File: src/slgm_pkg.sv
// Package of constants and types for the serial link pin mapper
package slgm_pkg;

    // ****************************************************************
    // Register map: word indices, the byte address is four times the index
    // ****************************************************************
    localparam logic [7:0] SLGM_INPUT_CTL_ADDR  = 8'h0F;
    localparam logic [7:0] SLGM_BC_SEL_LO_ADDR  = 8'h6E;
    localparam logic [7:0] SLGM_BC_SEL_HI_ADDR  = 8'h6F;
    localparam logic [7:0] SLGM_PD_CTL_ADDR     = 8'hBE;
    localparam logic [7:0] SLGM_PIN_CFG0_ADDR   = 8'h10;
    localparam logic [7:0] SLGM_FWD_CNT_ADDR    = 8'h18;
    localparam logic [7:0] SLGM_STATUS_ADDR     = 8'h1C;
    localparam logic [7:0] SLGM_PORT_SEL_ADDR   = 8'h20;
    localparam logic [7:0] SLGM_BC_DIV_ADDR     = 8'h24;

    // ****************************************************************
    // Sizes and reset values
    // ****************************************************************
    localparam int         SLGM_NUM_PINS   = 7;
    localparam int         SLGM_NUM_PORTS  = 2;
    localparam int         SLGM_NUM_FWD    = 4;
    localparam int         SLGM_NUM_SLOTS  = 4;
    localparam logic [6:0] SLGM_EN_RESET   = 7'h7F;
    localparam logic [7:0] SLGM_PIN_CFG_RST = 8'h00;
    localparam logic [7:0] SLGM_BC_SEL_RST = 8'h00;

    // Pin config byte: [7] output enable, [6:4] group, [3:1] sub, [0] level
    localparam int SLGM_CFG_OE    = 7;
    localparam int SLGM_CFG_GRP_L = 4;
    localparam int SLGM_CFG_SUB_L = 1;
    localparam int SLGM_CFG_LVL   = 0;

    localparam logic [2:0] SLGM_GRP_PORT0  = 3'h0;
    localparam logic [2:0] SLGM_GRP_PORT1  = 3'h1;
    localparam logic [2:0] SLGM_GRP_STATUS = 3'h4;
    localparam logic [2:0] SLGM_SUB_CONST  = 3'h0;
    localparam logic [2:0] SLGM_SUB_SYNC   = 3'h4;

    // Slot source code (4 bits): 0..6 local pin, 7 sync pulse, others low
    localparam logic [3:0] SLGM_SLOT_SYNC  = 4'h7;

    // ****************************************************************
    // Timing: 30-bit back-channel frame, 20 ns clock
    // ****************************************************************
    localparam int         SLGM_BC_FRAME_BITS = 30;
    localparam int         SLGM_CLK_NS        = 20;
    localparam int         SLGM_BC_FAST_BIT_NS = 20;
    localparam int         SLGM_BC_FAST_FRAME_NS = SLGM_BC_FAST_BIT_NS * SLGM_BC_FRAME_BITS;
    localparam int         SLGM_BC_FRAME_CYC  = SLGM_BC_FAST_FRAME_NS / SLGM_CLK_NS;
    localparam logic [4:0] SLGM_BC_DIV_RST    = 5'h0_1;

    // Forward sample period in frames by linked count
    localparam logic [2:0] SLGM_FWD_PER1 = 3'h1;
    localparam logic [2:0] SLGM_FWD_PER2 = 3'h2;
    localparam logic [2:0] SLGM_FWD_PER5 = 3'h5;

    typedef struct packed {
        logic [SLGM_NUM_SLOTS-1:0] bits;
        logic                      frame;
    } slgm_bc_frame_t;

endpackage : slgm_pkg

File: src/slgm_mapper.sv
// Pin mapper between local pins and forward / back channel slots
`timescale 1ns/100ps

// Function
// Seven local pins may output forward values
// Four forward signals per receive port
// Any forward signal routes to any pin
// Older serializers supply no forward pins
// Forward update every 1, 2, 5 frames
// Remote source toggles below quarter rate
// Sync or status may drive any pin
// All pins start as inputs
// Four back slots per port, any pin
// One pin may feed several slots
// Back frame is thirty bits long
// Pins sampled once per back frame
// Sampling rate is bit rate over thirty
// Back pin driver switches below quarter rate
// Sync pulse selectable for any slot
// Slot selection in registers 0x6E, 0x6F
// Input and pulldown disables, enabled at reset
// Status group zero drives register level
// Output holds last forward value
module slgm_mapper
    import slgm_pkg::*;
(
    input  wire logic                      clk,
    input  wire logic                      rst,
    input  wire logic                      hsel,
    input  wire logic [31:0]               haddr,
    input  wire logic [1:0]                htrans,
    input  wire logic                      hwrite,
    input  wire logic [2:0]                hsize,
    input  wire logic [31:0]               hwdata,
    input  wire logic                      hready,
    output logic      [31:0]               hrdata,
    output logic                           hreadyout,
    output logic                           hresp,
    input  wire logic [SLGM_NUM_PINS-1:0]  pin_in,
    output logic      [SLGM_NUM_PINS-1:0]  pin_out,
    output logic      [SLGM_NUM_PINS-1:0]  pin_oe,
    output logic      [SLGM_NUM_PINS-1:0]  pin_input_en,
    output logic      [SLGM_NUM_PINS-1:0]  pin_pulldown_en,
    input  wire logic                      sensor_sync_pulse,
    input  wire logic [SLGM_NUM_PORTS-1:0] fwd_frame,
    input  wire logic [SLGM_NUM_PORTS-1:0] fwd_capable,
    input  wire logic [7:0]                fwd_bits,
    output logic      [SLGM_NUM_PORTS-1:0] bc_frame,
    output logic      [7:0]                bc_bits
);

    // ****************************************************************
    // Decode helpers
    // ****************************************************************
    function automatic logic [2:0] fwd_period(input logic [2:0] cnt);
        if (cnt <= 3'h1) begin
            fwd_period = SLGM_FWD_PER1;
        end else if (cnt == 3'h2) begin
            fwd_period = SLGM_FWD_PER2;
        end else begin
            fwd_period = SLGM_FWD_PER5;
        end
    endfunction : fwd_period

    function automatic logic slot_src(input logic [3:0] sel, input logic [SLGM_NUM_PINS-1:0] lv,
                                      input logic sy);
        if (sel == SLGM_SLOT_SYNC) begin
            slot_src = sy;
        end else if (sel < 4'(SLGM_NUM_PINS)) begin
            slot_src = lv[sel[2:0]];
        end else begin
            slot_src = 1'b0;
        end
    endfunction : slot_src

    // ****************************************************************
    // Register file and AHB-Lite slave
    // ****************************************************************
    logic [7:0]  pin_cfg_reg [SLGM_NUM_PINS];
    logic [7:0]  pin_cfg_next [SLGM_NUM_PINS];
    logic [6:0]  in_dis_reg, in_dis_next;
    logic [6:0]  pd_dis_reg, pd_dis_next;
    logic [7:0]  bc_lo_reg [SLGM_NUM_PORTS];
    logic [7:0]  bc_lo_next [SLGM_NUM_PORTS];
    logic [7:0]  bc_hi_reg [SLGM_NUM_PORTS];
    logic [7:0]  bc_hi_next [SLGM_NUM_PORTS];
    logic [5:0]  fwd_cnt_reg, fwd_cnt_next;
    logic        port_sel_reg, port_sel_next;
    logic [4:0]  bc_div_reg, bc_div_next;
    logic        wr_pend_reg, wr_pend_next;
    logic [7:0]  wr_addr_reg, wr_addr_next;
    logic [31:0] hrdata_reg, hrdata_next;
    logic        addr_ok;
    logic [7:0]  a8;

    assign addr_ok = hsel && hready && htrans[1];
    // One register per word, so the byte lane bits are dropped from the index
    assign a8      = haddr[9:2];

    always_comb begin
        pin_cfg_next  = pin_cfg_reg;
        in_dis_next   = in_dis_reg;
        pd_dis_next   = pd_dis_reg;
        bc_lo_next    = bc_lo_reg;
        bc_hi_next    = bc_hi_reg;
        fwd_cnt_next  = fwd_cnt_reg;
        port_sel_next = port_sel_reg;
        bc_div_next   = bc_div_reg;
        wr_pend_next  = addr_ok && hwrite;
        wr_addr_next  = addr_ok ? a8 : wr_addr_reg;
        hrdata_next   = hrdata_reg;
        if (wr_pend_reg) begin
            if (wr_addr_reg == SLGM_INPUT_CTL_ADDR) begin
                in_dis_next = hwdata[6:0];
            end else if (wr_addr_reg == SLGM_PD_CTL_ADDR) begin
                pd_dis_next = hwdata[6:0];
            end else if (wr_addr_reg == SLGM_BC_SEL_LO_ADDR) begin
                bc_lo_next[port_sel_reg] = hwdata[7:0];
            end else if (wr_addr_reg == SLGM_BC_SEL_HI_ADDR) begin
                bc_hi_next[port_sel_reg] = hwdata[7:0];
            end else if (wr_addr_reg == SLGM_FWD_CNT_ADDR) begin
                fwd_cnt_next = hwdata[5:0];
            end else if (wr_addr_reg == SLGM_PORT_SEL_ADDR) begin
                port_sel_next = hwdata[0];
            end else if (wr_addr_reg == SLGM_BC_DIV_ADDR) begin
                bc_div_next = (hwdata[4:0] == 5'h0_0) ? SLGM_BC_DIV_RST : hwdata[4:0];
            end else if (wr_addr_reg[7:4] == SLGM_PIN_CFG0_ADDR[7:4] && wr_addr_reg[3:0] < 4'(SLGM_NUM_PINS)) begin
                pin_cfg_next[wr_addr_reg[2:0]] = hwdata[7:0];
            end
        end
        if (addr_ok && !hwrite) begin
            hrdata_next = 32'h0000_0000;
            if (a8 == SLGM_INPUT_CTL_ADDR) begin
                hrdata_next[6:0] = in_dis_reg;
            end else if (a8 == SLGM_PD_CTL_ADDR) begin
                hrdata_next[6:0] = pd_dis_reg;
            end else if (a8 == SLGM_BC_SEL_LO_ADDR) begin
                hrdata_next[7:0] = bc_lo_reg[port_sel_reg];
            end else if (a8 == SLGM_BC_SEL_HI_ADDR) begin
                hrdata_next[7:0] = bc_hi_reg[port_sel_reg];
            end else if (a8 == SLGM_FWD_CNT_ADDR) begin
                hrdata_next[5:0] = fwd_cnt_reg;
            end else if (a8 == SLGM_PORT_SEL_ADDR) begin
                hrdata_next[0] = port_sel_reg;
            end else if (a8 == SLGM_BC_DIV_ADDR) begin
                hrdata_next[4:0] = bc_div_reg;
            end else if (a8 == SLGM_STATUS_ADDR) begin
                hrdata_next[6:0]  = pin_in;
                hrdata_next[14:8] = pin_out;
            end else if (a8[7:4] == SLGM_PIN_CFG0_ADDR[7:4] && a8[3:0] < 4'(SLGM_NUM_PINS)) begin
                hrdata_next[7:0] = pin_cfg_reg[a8[2:0]];
            end
        end
    end

    always_ff @(posedge clk or posedge rst) begin
        if (rst) begin
            for (int i = 0; i < SLGM_NUM_PINS; i++) begin
                pin_cfg_reg[i] <= SLGM_PIN_CFG_RST;
            end
            for (int p = 0; p < SLGM_NUM_PORTS; p++) begin
                bc_lo_reg[p] <= SLGM_BC_SEL_RST;
                bc_hi_reg[p] <= SLGM_BC_SEL_RST;
            end
            in_dis_reg   <= 7'h00;
            pd_dis_reg   <= 7'h00;
            fwd_cnt_reg  <= 6'h00;
            port_sel_reg <= 1'b0;
            bc_div_reg   <= SLGM_BC_DIV_RST;
            wr_pend_reg  <= 1'b0;
            wr_addr_reg  <= 8'h00;
            hrdata_reg   <= 32'h0000_0000;
        end else begin
            pin_cfg_reg  <= pin_cfg_next;
            bc_lo_reg    <= bc_lo_next;
            bc_hi_reg    <= bc_hi_next;
            in_dis_reg   <= in_dis_next;
            pd_dis_reg   <= pd_dis_next;
            fwd_cnt_reg  <= fwd_cnt_next;
            port_sel_reg <= port_sel_next;
            bc_div_reg   <= bc_div_next;
            wr_pend_reg  <= wr_pend_next;
            wr_addr_reg  <= wr_addr_next;
            hrdata_reg   <= hrdata_next;
        end
    end

    // Zero wait states; every response is OKAY
    assign hrdata    = hrdata_reg;
    assign hreadyout = 1'b1;
    assign hresp     = 1'b0;

    // ****************************************************************
    // Forward channel sampling
    // ****************************************************************
    logic [3:0] fwd_val_reg [SLGM_NUM_PORTS];
    logic [3:0] fwd_val_next [SLGM_NUM_PORTS];
    logic [2:0] fwd_fc_reg [SLGM_NUM_PORTS];
    logic [2:0] fwd_fc_next [SLGM_NUM_PORTS];

    always_comb begin
        fwd_val_next = fwd_val_reg;
        fwd_fc_next  = fwd_fc_reg;
        for (int p = 0; p < SLGM_NUM_PORTS; p++) begin
            // Ports of older serializers never update, so outputs hold
            if (fwd_frame[p] && fwd_capable[p]) begin
                if (fwd_fc_reg[p] + 3'h1 >= fwd_period(fwd_cnt_reg[p*3 +: 3])) begin
                    fwd_fc_next[p]  = 3'h0;
                    fwd_val_next[p] = fwd_bits[p*4 +: 4];
                end else begin
                    fwd_fc_next[p] = fwd_fc_reg[p] + 3'h1;
                end
            end
        end
    end

    always_ff @(posedge clk or posedge rst) begin
        if (rst) begin
            for (int p = 0; p < SLGM_NUM_PORTS; p++) begin
                fwd_val_reg[p] <= 4'h0;
                fwd_fc_reg[p]  <= 3'h0;
            end
        end else begin
            fwd_val_reg <= fwd_val_next;
            fwd_fc_reg  <= fwd_fc_next;
        end
    end

    // ****************************************************************
    // Local pin output mux
    // ****************************************************************
    logic [SLGM_NUM_PINS-1:0] pin_out_next, pin_oe_next;
    logic [SLGM_NUM_PINS-1:0] pin_out_reg, pin_oe_reg, ien_reg, pden_reg;

    always_comb begin
        for (int i = 0; i < SLGM_NUM_PINS; i++) begin
            pin_oe_next[i] = pin_cfg_reg[i][SLGM_CFG_OE];
            unique case (pin_cfg_reg[i][SLGM_CFG_GRP_L +: 3])
                SLGM_GRP_PORT0: pin_out_next[i] = fwd_val_reg[0][pin_cfg_reg[i][SLGM_CFG_SUB_L +: 2]];
                SLGM_GRP_PORT1: pin_out_next[i] = fwd_val_reg[1][pin_cfg_reg[i][SLGM_CFG_SUB_L +: 2]];
                SLGM_GRP_STATUS: begin
                    if (pin_cfg_reg[i][SLGM_CFG_SUB_L +: 3] == SLGM_SUB_CONST) begin
                        pin_out_next[i] = pin_cfg_reg[i][SLGM_CFG_LVL];
                    end else if (pin_cfg_reg[i][SLGM_CFG_SUB_L +: 3] == SLGM_SUB_SYNC) begin
                        pin_out_next[i] = sensor_sync_pulse;
                    end else begin
                        pin_out_next[i] = 1'b0;
                    end
                end
                default: pin_out_next[i] = 1'b0;
            endcase
        end
    end

    always_ff @(posedge clk or posedge rst) begin
        if (rst) begin
            pin_out_reg <= 7'h00;
            pin_oe_reg  <= 7'h00;
            ien_reg     <= SLGM_EN_RESET;
            pden_reg    <= SLGM_EN_RESET;
        end else begin
            pin_out_reg <= pin_out_next;
            pin_oe_reg  <= pin_oe_next;
            ien_reg     <= ~in_dis_reg;
            pden_reg    <= ~pd_dis_reg;
        end
    end

    assign pin_out         = pin_out_reg;
    assign pin_oe          = pin_oe_reg;
    assign pin_input_en    = ien_reg;
    assign pin_pulldown_en = pden_reg;

    // ****************************************************************
    // Back channel frame timer and slot sampling
    // ****************************************************************
    // One frame is 30 bit times; bit time is bc_div clocks (1 = fastest)
    logic [4:0]  bit_cnt_reg, bit_cnt_next;
    logic [4:0]  div_cnt_reg, div_cnt_next;
    logic        bc_frame_next, bc_frame_reg;
    logic [7:0]  bc_bits_next, bc_bits_reg;
    logic        frame_end;
    logic [5:0]  frm_gap_reg, frm_gap_next;
    logic        frm_clean_reg, frm_clean_next;

    assign frame_end = (div_cnt_reg + 5'h01 >= bc_div_reg) && (bit_cnt_reg == 5'(SLGM_BC_FRAME_BITS - 1));

    always_comb begin
        div_cnt_next  = (div_cnt_reg + 5'h01 >= bc_div_reg) ? 5'h00 : div_cnt_reg + 5'h01;
        bit_cnt_next  = bit_cnt_reg;
        if (div_cnt_reg + 5'h01 >= bc_div_reg) begin
            bit_cnt_next = frame_end ? 5'h00 : bit_cnt_reg + 5'h01;
        end
        bc_frame_next = frame_end;
        frm_gap_next   = bc_frame_reg ? 6'h00 : (frm_gap_reg == 6'h3F) ? frm_gap_reg : frm_gap_reg + 6'h01;
        frm_clean_next = (bc_frame_reg || frm_clean_reg) && bc_div_reg == 5'h01;
        bc_bits_next  = bc_bits_reg;
        if (frame_end) begin
            for (int p = 0; p < SLGM_NUM_PORTS; p++) begin
                for (int s = 0; s < 2; s++) begin
                    // Each slot reads the pin bus independently, so pins may be shared
                    bc_bits_next[p*4+s]   = slot_src(bc_lo_reg[p][s*4 +: 4], pin_in & ien_reg, sensor_sync_pulse);
                    bc_bits_next[p*4+s+2] = slot_src(bc_hi_reg[p][s*4 +: 4], pin_in & ien_reg, sensor_sync_pulse);
                end
            end
        end
    end

    always_ff @(posedge clk or posedge rst) begin
        if (rst) begin
            bit_cnt_reg  <= 5'h00;
            div_cnt_reg  <= 5'h00;
            bc_frame_reg <= 1'b0;
            bc_bits_reg  <= 8'h00;
            frm_gap_reg   <= 6'h00;
            frm_clean_reg <= 1'b0;
        end else begin
            bit_cnt_reg  <= bit_cnt_next;
            div_cnt_reg  <= div_cnt_next;
            bc_frame_reg <= bc_frame_next;
            bc_bits_reg  <= bc_bits_next;
            frm_gap_reg   <= frm_gap_next;
            frm_clean_reg <= frm_clean_next;
        end
    end

    assign bc_frame = {SLGM_NUM_PORTS{bc_frame_reg}};
    assign bc_bits  = bc_bits_reg;

    // ****************************************************************
    // Checks
    // ****************************************************************
    chk_frame_period: assert property (@(posedge clk) disable iff (rst)
        bc_frame_reg && frm_clean_reg |-> frm_gap_reg == 6'(SLGM_BC_FRAME_BITS - 1))
        else $error("back frame period not thirty bits");
    chk_oe_reset: assert property (@(posedge clk) disable iff (rst)
        $fell(rst) |-> pin_oe == 7'h00)
        else $error("pins not input after reset");
    chk_bits_hold: assert property (@(posedge clk) disable iff (rst)
        !bc_frame_reg |-> $stable(bc_bits_reg))
        else $error("back bits changed mid frame");
    chk_fwd_hold: assert property (@(posedge clk) disable iff (rst)
        !fwd_frame[0] |=> $stable(fwd_val_reg[0]))
        else $error("forward value changed without frame");
    chk_old_port: assert property (@(posedge clk) disable iff (rst)
        !fwd_capable[1] |=> $stable(fwd_val_reg[1]))
        else $error("older port updated forward value");
    chk_const_lvl: assert property (@(posedge clk) disable iff (rst)
        pin_cfg_reg[1][6:1] == {SLGM_GRP_STATUS, SLGM_SUB_CONST} |=> pin_out[1] == $past(pin_cfg_reg[1][0]))
        else $error("constant level not driven");
    chk_in_en: assert property (@(posedge clk) disable iff (rst)
        1'b1 |=> pin_input_en == ~$past(in_dis_reg))
        else $error("input enable mismatch");
    chk_oe_cfg: assert property (@(posedge clk) disable iff (rst)
        1'b1 |=> pin_oe[2] == $past(pin_cfg_reg[2][7]))
        else $error("output enable mismatch");

endmodule : slgm_mapper

File: config.mk
export PLATFORM = sky130hd
export DESIGN_NAME = slgm_mapper
export DESIGN_NICKNAME = d
export VERILOG_FILES = /design/src/slgm_pkg.sv /design/src/slgm_mapper.sv
export SDC_FILE = /design/constraint.sdc
export NUM_CORES = 1
export LEC_CHECK = 0
export BUFFER_PORTS_ARGS = -buffer_cell sky130_fd_sc_hd__buf_2
export CAP_MARGIN = 20
export CORE_UTILIZATION = 46
export CTS_CLUSTER_DIAMETER = 200
export DETAILED_ROUTE_END_ITERATION = 8
export PLACE_DENSITY = 0.67
export RECOVER_POWER = 25
export SLEW_MARGIN = 20
export SYNTH_ARGS = -nofsm -noshare
export SYNTH_HDL_FRONTEND = slang
export SYNTH_SLANG_ARGS = --single-unit
File: constraint.sdc
create_clock -name clk -period 7.95 [get_ports clk]
set_input_delay 0.3975 -clock clk [delete_from_list [all_inputs] [get_ports clk]]
set_output_delay 0.3975 -clock clk [all_outputs]
set_load 0.1 [all_outputs]
==> impl_metrics.csv <==
group,metric,value,unit
cts,clock-root-buffer,"clkbuf_16",
synth,syn-instance-count,878,
route,post-route-drc-count,12,
min_path,holdPathStages,2,
route,first_iter_violations,634,
outcome,violations,"DRC, capacitance limit, slew limit",
floorplanning,rows,54,
global_route,grt_pass1_wl,42.5,mm
sta,hold_viol_final,0,
sta,tns,0,ns
sta,setup_viol,0,
power,switching_share,34.9,%
sta,slew_headroom,-266,%
route,routed-via-count,7495,
power,p_leak,5.00,nW
cts,cts.clk_slew.worst_paths,0.08,ns
final_layout,multiInputGateArea,5070,µm²
synth,synth_edf_count,0,
power,vdd_ir_drop_max,0.164,mV
final_layout,syn_to_final_growth,11.8,%
placement,port_buffers,94,
synth,synth_warnings,0,
final_layout,register_area,5000,µm²
outcome,status,"finished with violations",
setup_path,slowest_stage,"clkinvlp_2",
global_route,antenna_found_initial,1,
floorplanning,initial_core_util,47.3,%
sta,rsz0062_at_grt,"false",
synth,seq_area_frac_synth,47.9,%
power,p_sw,1.04,mW
setup_path,crit_start,"rst",
power,p_per_area,257,nW/µm²
route,wire_per_inst,21.8,µm
global_route,grt_overflow,0,
cts,cts_buffers,17,
cts,cts_tree,"yes",
min_path,hp-class,"in -> reg",
sta,slew_viol_final,125,
setup_path,r2r_start,"div_cnt_reg[0]",
setup_path,worst_ep_required_time,8.37,ns
floorplanning,design.portCount,166,
sta,worst_pin_slew,5.46,ns
setup_path,r2r_setup_slack,5.44,ns
final_layout,largest_reg_flops,56,
floorplanning,coreArea,22000,µm²
route,via_per_inst,6.02,
final_layout,nNetsFinal,1060,
setup_path,ff2ff_path_depth,9,
min_path,hold_end,"fwd_val_reg[4]",
sta,fin_crit,4.31,ns
power,seqPwrFrac,42.9,%
synth,synth_top_area_share,44.2,%
sta,fin_worst_skew,0.0110,ns
setup_path,critPathCaptureType,"async pin",
cts,cts_sinks,199,
cts,ctsResizeCount,0,
setup_path,path_max_fanout,124,
global_route,grt_pass1_vias,7307,
synth,synth-seq-cells,199,
sta,hold_ws,0.180,ns
setup_path,cp.arrival,4.73,ns
final_layout,drive_gt1_share,33.0,%
synth,synth-main-ff-cell,"dfrtp_1",
synth,netlist_area,10400,µm²
synth,async_flop_share,100,%
job,cap_violations,1,
synth,ys_top_cells_by_area,"dfrtp_1 44%, mux2_2 13%, mux4_2 7.3%",
floorplanning,die_w,153,µm
placement,place.gp.congestion,0.942,
route,ant_nets,0,
cts,cts_htree_levels,4,
power,p_comb_share,25.7,%
setup_path,start_kind,"input pin",
final_layout,fillers,1911,
global_route,grt_usage,24.1,%
setup_path,criticalPathCategory,"in -> async",
global_route,grt_max_degree,125,
sta,fmax,232,MHz
route,routed_wl,27.1,mm
synth,synth_area_leader_cell,"dfrtp_1",
placement,hpwl,18.5,mm
cts,ctsHoldBuffers,0,
power,p_clk_share,31.4,%
setup_path,slowest_delay,2.99,ns
cts,clockBufferDepth,2,
cts,cts_setup_buffers,0,
floorplanning,dieArea,23300,µm²
power,intPower,1.95,mW
sta,post-route-period-util,54.2,%
synth,avgSynthCellArea,11.9,µm²
setup_path,regToRegEndpoint,"bc_bits[1]",
floorplanning,die_y,153,µm
route,drt_pass1_iterations,9,
min_path,worstHoldStart,"fwd_bits[0]",
cts,clk_latency,0.44,ns
synth,yosys.cell_types.count,71,
setup_path,path_cells,"buf_2, clkinvlp_2, buf_4",
[cell usage in the layout (no fill, tap or decap), types with 14 or more instances in the layout]
master and instances:
dfrtp_1 184, mux2_2 123, buf_2 93, nand2_1 52, o21ai_0 48, nor2_1 47, mux4_2 34, a21oi_1 29
mux2i_1 29, inv_1 24, conb_1 19, nand3_1 18, a211oi_1 18, clkbuf_16 17, ha_1 16, dfstp_2 15
nand3b_1 14
[how the worst max path moves through the flow]
stage,endpoint,cells past startpoint
floorplan,bc_bits[0],1
global placement,hrdata[9],6
detailed placement,hrdata[12],6
CTS,fwd_val_reg[6],7
global route,pin_oe[0],3
finish,pin_oe[0],3
[logic make-up after synthesis]
kind of cell	count (synthesis)	synth area share (%)
adder cells (fa/ha/maj)	16	1.92
other	2	0.0720
multiplexers	186	23.4
XOR/XNOR	5	0.420
flip-flops	199	47.9
buffers and inverters	90	4.08
AND/OR/NAND/NOR	202	10.7
AO/OA/AOI/OAI	178	11.5
[synthesized netlist by cell type (4+ instances only)]
master	instances
a211oi_1	18
a21o_1	9
a21oi_1	29
a221oi_1	4
a22o_1	7
a2bb2oi_1	4
a31oi_1	6
and2_1	7
and3_1	5
buf_2	4
buf_4	22
clkbuf_1	37
dfrtp_1	184
dfstp_2	15
ha_1	16
inv_1	25
mux2_2	123
mux2i_1	29
mux4_2	34
nand2_1	52
nand2b_1	10
nand3_1	18
nand3b_1	14
nor2_1	47
nor3_1	10
nor4_1	4
o211ai_1	12
o21ai_0	48
o22ai_1	4
o31ai_1	12
o41ai_1	7
[power groups by stage]
stage | registers (mW) | logic (mW) | clock network (mW)
6_report | 1.28 | 0.769 | 0.941
3_3_place_gp | 1.30 | 0.753 | 0
4_1_cts | 1.28 | 0.773 | 0.949
5_1_grt | 1.31 | 0.836 | 0.991
3_5_place_dp | 1.30 | 0.769 | 0
2_1_floorplan | 1.40 | 0.477 | 0
[stage by stage]
stage	setup WS, ns	instances	instance area (µm²)	utilization [%]	total power, mW
2_1_floorplan	2.15	895	10500	-	1.88
5_1_grt	2.72	1243	11700	52.9	3.13
3_3_place_gp	5.09	1211	11000	50.1	2.05
6_report	3.64	1244	11700	52.9	2.99
4_1_cts	5.42	1243	11700	53.0	3.00
3_5_place_dp	5.05	1211	11000	50.1	2.07
[cell type report]
type                    instances  share of cell area [%]
multi-input cells             606                    43.4
inverters                      25                   0.816
repair buffers                101                    4.47
clock buffers                  20                    3.75
well taps                     280                    3.00
clock inverters                12                    1.62
flip-flops and latches        199                    42.9
diodes                          1                  0.0215
[worst max-delay path, delay by kind of cell]
| kind | cells | cell delay, ns |
|---|---|---|
| buf+inv | 3 | 4.22 |
[layer usage]
layer	wire length, µm	vias up	global-route usage (%)	part of all wire (%)
met5	0	-	0	0
met2	13300	265	39.4	49
li1	-	3390	-	-
met3	1520	37	4.29	5.6
met4	502	0	7.41	1.8
met1	11800	3803	32.8	44
No activity file was read; power rests on OpenSTA's default activity.
